[src/hdl/usba_pkg.sv]
// Purpose: Constants, types and register map for the shadow receive/transmit alias block
// Assumes: APB slave, 32-bit data, one aligned word per register
// Notes:   Register map and byte carrier shared by design and bench
package usba_pkg;
    localparam int          USBA_FIFO_DEPTH = 16;
    localparam int          USBA_PTR_W      = 4;
    localparam int          USBA_CNT_W      = 5;
    localparam logic [31:0] USBA_ALIAS_11   = 32'h5000105C;
    localparam logic [31:0] USBA_ALIAS_12   = 32'h50001060;
    localparam logic [31:0] USBA_CTRL_ADDR  = 32'h50001100;
    localparam logic [31:0] USBA_STAT_ADDR  = 32'h50001104;
    localparam logic [31:0] USBA_IRQ_ADDR   = 32'h50001108;
    localparam logic [31:0] USBA_MASK_ADDR  = 32'h5000110C;
    localparam int          USBA_CTRL_FIFO  = 0;
    localparam int          USBA_CTRL_IR    = 1;
    localparam int          USBA_ST_DR      = 0;
    localparam int          USBA_ST_TX_HOLDING_EMPTY    = 5;
    localparam int          USBA_IRQ_OVR    = 0;
    localparam int          USBA_IRQ_TXOVF  = 1;
    localparam int          USBA_IRQ_W      = 2;
    localparam logic [7:0]  USBA_BYTE_RST   = 8'h00;

    typedef struct packed {
        logic [7:0] data;
        logic       valid;
    } usba_byte_t;
endpackage : usba_pkg

[src/hdl/usba_fifo.sv]
// Purpose: Byte FIFO used for receive and transmit paths
// Assumes: Push to a full FIFO is refused, contents untouched, unless a pop happens in the same cycle
// Notes:   Pop and push may occur in one cycle
`timescale 1ns/1ps
module usba_fifo
    import usba_pkg::*;
(
    input  wire logic                  i_ref_clk,
    input  wire logic                  i_rst_n,
    input  wire logic                  i_clear,
    input  wire logic                  i_push,
    input  wire logic [7:0]            i_data,
    input  wire logic                  i_pop,
    output logic      [7:0]            o_head,
    output logic                       o_full,
    output logic                       o_empty
);
    typedef struct packed {
        logic [USBA_PTR_W-1:0] wp;
        logic [USBA_PTR_W-1:0] rp;
        logic [USBA_CNT_W-1:0] cnt;
    } usba_fifo_st_t;

    usba_fifo_st_t st;
    usba_fifo_st_t next_st;
    logic [7:0]    mem [USBA_FIFO_DEPTH];
    logic          do_push;
    logic          do_pop;

    assign o_full  = (st.cnt == USBA_CNT_W'(USBA_FIFO_DEPTH));
    assign o_empty = (st.cnt == '0);
    assign o_head  = mem[st.rp];
    assign do_pop  = i_pop && !o_empty;
    assign do_push = i_push && (!o_full || do_pop);

    always_comb
    begin
        next_st = st;
        if (i_clear)
        begin
            next_st = '0;
        end
        else
        begin
            if (do_push)
                next_st.wp = st.wp + 1'b1;
            if (do_pop)
                next_st.rp = st.rp + 1'b1;
            if (do_push && !do_pop)
                next_st.cnt = st.cnt + 1'b1;
            else if (do_pop && !do_push)
                next_st.cnt = st.cnt - 1'b1;
        end
    end

    always_ff @(posedge i_ref_clk or negedge i_rst_n)
    begin
        if (!i_rst_n)
            st <= '0;
        else
            st <= next_st;
    end

    always_ff @(posedge i_ref_clk)
    begin
        if (do_push && !i_clear)
            mem[st.wp] <= i_data;
    end
endmodule : usba_fifo

[src/hdl/usba_top.sv]
// Purpose: APB alias windows onto the receive buffer and transmit holding register
// Assumes: Serial framing lives outside; bytes arrive and leave as valid/ready pulses
// Notes:   One wait state per transfer; read data and error stand with pready
//
// Added by the designer: the APB interface to the registers.
`timescale 1ns/1ps
module usba_top
    import usba_pkg::*;
(
    input  wire logic        i_ref_clk,
    input  wire logic        i_rst_n,
    input  wire logic        i_psel,
    input  wire logic        i_penable,
    input  wire logic        i_pwrite,
    input  wire logic [31:0] i_paddr,
    input  wire logic [31:0] i_pwdata,
    output logic      [31:0] o_prdata,
    output logic             o_pready,
    output logic             o_pslverr,
    input  wire usba_byte_t  i_rx_line,
    input  wire usba_byte_t  i_rx_ir,
    input  wire logic        i_tx_ready,
    output usba_byte_t       o_tx_line,
    output usba_byte_t       o_tx_ir_n,
    output logic             o_irq
);
    typedef struct packed {
        logic [31:0]           prdata;
        logic                  pslverr;
        logic                  ack;
        logic                  fifo_en;
        logic                  ir_mode;
        logic [7:0]            rbuf;
        logic                  data_ready;
        logic [7:0]            thold;
        logic                  tx_holding_empty;
        logic [USBA_IRQ_W-1:0] irq_stat;
        logic [USBA_IRQ_W-1:0] irq_mask;
        usba_byte_t            tx_line;
        usba_byte_t            tx_ir_n;
    } usba_st_t;

    usba_st_t   st;
    usba_st_t   next_st;
    logic       req;
    logic       pre;
    logic       mapped;
    logic       acc;
    logic       wr;
    logic       rd;
    logic       is_alias;
    logic       rd_alias;
    logic       wr_alias;
    usba_byte_t rx_in;
    logic       rx_full;
    logic       rx_empty;
    logic [7:0] rx_head;
    logic       tx_full;
    logic       tx_empty;
    logic [7:0] tx_head;
    logic       tx_take;
    logic       tx_busy;
    logic       fifo_clear;

    // Decode on the first access edge, complete on the second, so read data is registered yet ready with pready
    assign req        = i_psel && i_penable;
    assign pre        = req && !st.ack;
    assign acc        = req && st.ack;
    assign wr         = acc && i_pwrite;
    assign rd         = acc && !i_pwrite;
    assign is_alias   = (i_paddr == USBA_ALIAS_11) || (i_paddr == USBA_ALIAS_12);
    assign mapped     = is_alias || (i_paddr == USBA_CTRL_ADDR) || (i_paddr == USBA_STAT_ADDR)
                        || (i_paddr == USBA_IRQ_ADDR) || (i_paddr == USBA_MASK_ADDR);
    assign rd_alias   = rd && is_alias;
    assign wr_alias   = wr && is_alias;
    assign rx_in      = st.ir_mode ? i_rx_ir : i_rx_line;
    assign fifo_clear = wr && (i_paddr == USBA_CTRL_ADDR) && (i_pwdata[USBA_CTRL_FIFO] != st.fifo_en);
    assign tx_busy    = st.tx_line.valid || st.tx_ir_n.valid;
    assign tx_take    = st.fifo_en && !tx_empty && (!tx_busy || i_tx_ready);

    assign o_pready   = st.ack;
    assign o_prdata   = st.prdata;
    assign o_pslverr  = st.pslverr;
    assign o_tx_line  = st.tx_line;
    assign o_tx_ir_n  = st.tx_ir_n;
    assign o_irq      = |(st.irq_stat & st.irq_mask);

    usba_fifo u_rx_fifo (
        .i_ref_clk (i_ref_clk),
        .i_rst_n   (i_rst_n),
        .i_clear   (fifo_clear),
        .i_push    (st.fifo_en && rx_in.valid),
        .i_data    (rx_in.data),
        .i_pop     (st.fifo_en && rd_alias),
        .o_head    (rx_head),
        .o_full    (rx_full),
        .o_empty   (rx_empty)
    );

    usba_fifo u_tx_fifo (
        .i_ref_clk (i_ref_clk),
        .i_rst_n   (i_rst_n),
        .i_clear   (fifo_clear),
        .i_push    (st.fifo_en && wr_alias),
        .i_data    (i_pwdata[7:0]),
        .i_pop     (tx_take),
        .o_head    (tx_head),
        .o_full    (tx_full),
        .o_empty   (tx_empty)
    );

    always_comb
    begin
        logic [USBA_IRQ_W-1:0] ev;
        logic [7:0]            send;
        logic                  send_go;
        ev      = '0;
        send    = st.thold;
        send_go = 1'b0;
        next_st = st;
        next_st.pslverr = 1'b0;
        next_st.ack     = pre;
        // Error answer is prepared in the wait cycle so it stands with pready
        if (pre && !mapped)
            next_st.pslverr = 1'b1;

        // Receive path, FIFOs off, then FIFOs on
        if (!st.fifo_en)
        begin
            if (rd_alias)
                next_st.data_ready = 1'b0;
            if (rx_in.valid)
            begin
                if (st.data_ready && !rd_alias)
                    ev[USBA_IRQ_OVR] = 1'b1;
                next_st.rbuf       = rx_in.data;
                next_st.data_ready = 1'b1;
            end
        end
        else
        begin
            next_st.data_ready = !rx_empty;
            if (rx_in.valid && rx_full && !rd_alias)
                ev[USBA_IRQ_OVR] = 1'b1;
        end

        // Transmit path
        if (!st.fifo_en)
        begin
            if (st.tx_holding_empty == 1'b0 && (!tx_busy || i_tx_ready))
            begin
                send_go      = 1'b1;
                next_st.tx_holding_empty = 1'b1;
            end
            if (wr_alias)
            begin
                // write clears empty flag, overwrites pending byte
                next_st.thold = i_pwdata[7:0];
                next_st.tx_holding_empty  = 1'b0;
            end
        end
        else
        begin
            next_st.tx_holding_empty = tx_empty && !wr_alias;
            send         = tx_head;
            send_go      = tx_take;
            if (wr_alias && tx_full && !tx_take)
                ev[USBA_IRQ_TXOVF] = 1'b1;
        end

        // drive line or inverted infrared output
        if (i_tx_ready)
        begin
            next_st.tx_line.valid = 1'b0;
            next_st.tx_ir_n.valid = 1'b0;
        end
        if (send_go)
        begin
            if (st.ir_mode)
            begin
                next_st.tx_ir_n.data  = ~send;
                next_st.tx_ir_n.valid = 1'b1;
            end
            else
            begin
                next_st.tx_line.data  = send;
                next_st.tx_line.valid = 1'b1;
            end
        end

        // Register writes
        if (wr)
        begin
            if (i_paddr == USBA_CTRL_ADDR)
            begin
                next_st.fifo_en = i_pwdata[USBA_CTRL_FIFO];
                next_st.ir_mode = i_pwdata[USBA_CTRL_IR];
                if (fifo_clear)
                begin
                    next_st.data_ready = 1'b0;
                    next_st.tx_holding_empty       = 1'b1;
                end
            end
            else if (i_paddr == USBA_IRQ_ADDR)
                next_st.irq_stat = st.irq_stat & ~i_pwdata[USBA_IRQ_W-1:0];
            else if (i_paddr == USBA_MASK_ADDR)
                next_st.irq_mask = i_pwdata[USBA_IRQ_W-1:0];
        end
        // Set wins over clear
        next_st.irq_stat = next_st.irq_stat | ev;

        // Register reads, captured in the wait cycle
        if (pre && !i_pwrite)
        begin
            next_st.prdata = '0;
            if (is_alias)
            begin
                next_st.prdata[7:0] = st.fifo_en ? rx_head : st.rbuf;
            end
            else if (i_paddr == USBA_CTRL_ADDR)
            begin
                next_st.prdata[USBA_CTRL_FIFO] = st.fifo_en;
                next_st.prdata[USBA_CTRL_IR]   = st.ir_mode;
            end
            else if (i_paddr == USBA_STAT_ADDR)
            begin
                next_st.prdata[USBA_ST_DR]   = st.data_ready;
                next_st.prdata[USBA_ST_TX_HOLDING_EMPTY] = st.tx_holding_empty;
            end
            else if (i_paddr == USBA_IRQ_ADDR)
                next_st.prdata[USBA_IRQ_W-1:0] = st.irq_stat;
            else if (i_paddr == USBA_MASK_ADDR)
                next_st.prdata[USBA_IRQ_W-1:0] = st.irq_mask;
        end
    end

    always_ff @(posedge i_ref_clk or negedge i_rst_n)
    begin
        if (!i_rst_n)
        begin
            st      <= '0;
            st.tx_holding_empty <= 1'b1;
        end
        else
            st <= next_st;
    end
endmodule : usba_top

[config.mk]
export PLATFORM = sky130hd
export DESIGN_NAME = usba_top
export DESIGN_NICKNAME = d
export VERILOG_FILES = /design/src/hdl/usba_pkg.sv /design/src/hdl/usba_fifo.sv /design/src/hdl/usba_top.sv
export SDC_FILE = /design/constraint.sdc
export NUM_CORES = 1
export LEC_CHECK = 0
export BUFFER_PORTS_ARGS = -buffer_cell sky130_fd_sc_hd__buf_2
export CAP_MARGIN = 20
export CORE_UTILIZATION = 54
export CTS_CLUSTER_SIZE = 8
export DETAILED_ROUTE_END_ITERATION = 7
export HOLD_SLACK_MARGIN = 0.1
export PLACE_DENSITY_LB_ADDON = 0.3
export SYNTH_ARGS = -nofsm -noshare
export SYNTH_HDL_FRONTEND = slang
export SYNTH_SLANG_ARGS = --single-unit
[constraint.sdc]
create_clock -name i_ref_clk -period 2.85 [get_ports i_ref_clk]
set_input_delay 0.4275 -clock i_ref_clk [delete_from_list [all_inputs] [get_ports i_ref_clk]]
set_output_delay 0.4275 -clock i_ref_clk [all_outputs]
set_load 0.01 [all_outputs]
==> results_dict.tcl <==
set metrics [dict create \
    finalSetupViolations 0 \
    gr-total-overflow 0 \
    drtIter0Drc 563 \
    cts_made_buffers 47 \
    grt_max_degree 54 \
    crit_path_cell_trace "or4_4, o2111ai_4, nor4_4, nand2b_4, ha_4, nor2b_4, o21a_1, or3b_4, mux2i_2, xnor2_1, nor2_1" \
    io_pins 141 \
    layout_common_cells "256 x edfxtp_1, 91 x buf_2, 75 x dfrtp_1" \
    clkTransAtPathRegs_ns 0.05 \
    ant_nets 0 \
    dr.pass1.iters 4 \
    clock_skew_ns 0.02260 \
    hold_path.class "in -> reg" \
    final_nets 1136 \
    setup_tns_ns 0 \
    slew_headroom 0.4242 \
    remaining_drc_errors 0 \
    max_stage_delay_ns 0.55 \
    crit_fanout 4 \
    cts_tree "done" \
    fin_crit_ns 2.810 \
    period_share 0.9860 \
    drive_above_1_share 0.3620 \
    rows 59 \
    synth_edf_count 256 \
    port_buffers 92 \
    die_area_um2 27780 \
    finalPower_mw 14.10 \
    dr_total_vias 8045 \
    multi_input_comb_area_um2 4547 \
    core_um2 26350 \
    dieWidth_um 166.7 \
    die_h_um 166.7 \
    synth-seq-cells 334 \
    postSynthCellCount 880 \
    wl_per_cell_um 22.40 \
    seq_area_frac_synth 0.6583 \
    grt_pass1_vias 8416 \
    yosys_warnings 0 \
    h-tree-depth 2 \
    crit_required_ns 3.27 \
    initial_core_util 0.5557 \
    postSynthAreaPerCell_um2 16.64 \
    n_antenna_cell 0 \
    regArea_um2 9643 \
    max_freq_mhz 355.8 \
    drv_slew 0 \
    cts.path.max_buffers 3 \
    rrSetupSlack_ns 0.04 \
    grt_use_total 0.2343 \
    root_buffer "clkbuf_16" \
    final_common_cell "edfxtp_1" \
    hold_viol 0 \
    wirelength_um 31450 \
    critical_path_class "reg -> reg" \
    cap_viol_max_count 0 \
    worstMarginPinSlew_ns 0.8619 \
    syn_area_um2 14640 \
    power_density_nw_per_um2 814.9 \
    placed_area_um2 15820 \
    dominantRegCellSynth "edfxtp_1" \
    final_area_um2 17300 \
    arrival_ns 3.23 \
    ys_types 64 \
    clk-insertion-delay-late_ns 0.55 \
    rsz0062_at_grt "yes" \
    area_growth_syn_to_layout_pct 18.11 \
    clock-sinks 334 \
    slowest_stage "or4_4" \
    worst_setup_path_start_kind "flop" \
    status "completed" \
    grt_antenna_before_repair 0 \
    crit_path_end_kind "flop" \
    async_reset_ff_frac 0.2335 \
    peakVddDrop_mv 0.6985 \
    total_leakage_power_nw 6.340 \
    dp_hpwl_um 20680 \
    grt_pass1_wl_um 48760 \
    viasPerCell 5.730 \
    nFillCells 1787 \
    gp_congestion 0.8139 \
]
## area by class of cell
cell class / count / share of cell area
clock buffer: 86 / 0.07827
clock inverter: 2 / 0.002894
inverter: 18 / 0.003906
multi-input combinational: 459 / 0.2629
sequential: 334 / 0.5575
tap: 335 / 0.02423
timing repair buffer: 170 / 0.07031
## cell families (layout without fill, tap and decap cells)
group | count (synthesis) | in the layout | synth area share
AND/OR/NAND/NOR | 187 | 187 | 0.07801
flip-flops | 334 | 334 | 0.6583
XOR/XNOR | 18 | 18 | 0.01077
buffers and inverters | 110 | 276 | 0.04392
other | 1 | 24 | 0.0002561
adder cells (fa/ha/maj) | 18 | 18 | 0.01640
AO/OA/AOI/OAI | 81 | 81 | 0.03486
multiplexers | 131 | 131 | 0.1575
## per-layer routing
metal	track usage	part of all wire	up-vias
met5	0	0	-
met4	0.08092	0.028	0
met3	0.04349	0.053	61
met2	0.4151	0.52	254
met1	0.2892	0.40	4099
li1	-	-	3631
## per-stage QoR
| step | worst slack, ns | hold slack, ns | util | std cells |
|---|---|---|---|---|
| after CTS | 0.01499 | 0.2091 | 0.6552 | 1403 |
| final | 0.03978 | 0.2160 | 0.6563 | 1404 |
| after global placement | -0.07128 | 0.4585 | 0.6003 | 1313 |
| after floorplan | -0.2094 | 0.1319 | - | 903 |
| after detailed placement | -0.09665 | 0.4647 | 0.6003 | 1313 |
| after global routing | -0.04703 | 0.2524 | 0.6563 | 1404 |
## report_power, final
part	internal, mW	switching, mW
Sequential	5.67	0.334
Combinational	1.49	1.42
Clock	3.19	2.00
## worst max-delay path, delay by kind of cell (launching register included)
| kind | cells | cell delay [ns] |
|---|---|---|
| and+or+nand+nor | 6 | 1.35 |
| adders and majority gates | 1 | 0.24 |
| muxes | 1 | 0.17 |
| AOI/OAI and AO/OA | 2 | 0.40 |
| xor gates and xnor gates | 1 | 0.13 |
| DFF | 1 | 0.40 |
## flip-flops by register name (all words and copies together), names as in the netlist
register,flops
o_pready,1
st,24
u_tx_fifo.st,13
u_rx_fifo.mem,128
u_rx_fifo.st,13
o_pslverr,1
o_tx_ir_n,9
o_prdata,8
u_tx_fifo.mem,128
o_tx_line,9
## final timing paths
check | from | to | cells after the start
max in group asynchronous | i_rst_n | o_tx_line[1] | 3
min | i_penable | o_pready | 3
max reg2reg | u_rx_fifo.st[1] | u_rx_fifo.st[4] | 11
max | u_rx_fifo.st[1] | u_rx_fifo.st[4] | 11
min in group asynchronous | i_rst_n | o_pslverr | 2
min reg2reg | o_tx_ir_n[7] | o_tx_ir_n[7] | 2
## Yosys cell counts, types with 13 or more instances
library cell / n / area share
ha_1: 16 / 0.014
nand2_1: 47 / 0.012
mux2_2: 45 / 0.035
o21ai_0: 24 / 0.0082
mux4_2: 74 / 0.11
a21oi_1: 20 / 0.0068
dfrtp_1: 77 / 0.13
edfxtp_1: 256 / 0.52
nand3_1: 13 / 0.0044
clkbuf_1: 26 / 0.0067
inv_1: 17 / 0.0044
buf_4: 50 / 0.026
nor2_1: 38 / 0.0097
nor3_1: 14 / 0.0048
## what timing repair did
action	in CTS	in global routing
pin swaps	2	7
endpoints found under the hold margin	52	0
resized for setup	3	7
buffers inserted	0	1
cloned	0	0
hold buffers	2	0
endpoints found under the setup margin	1	2
(Power assumes the default switching activity.)
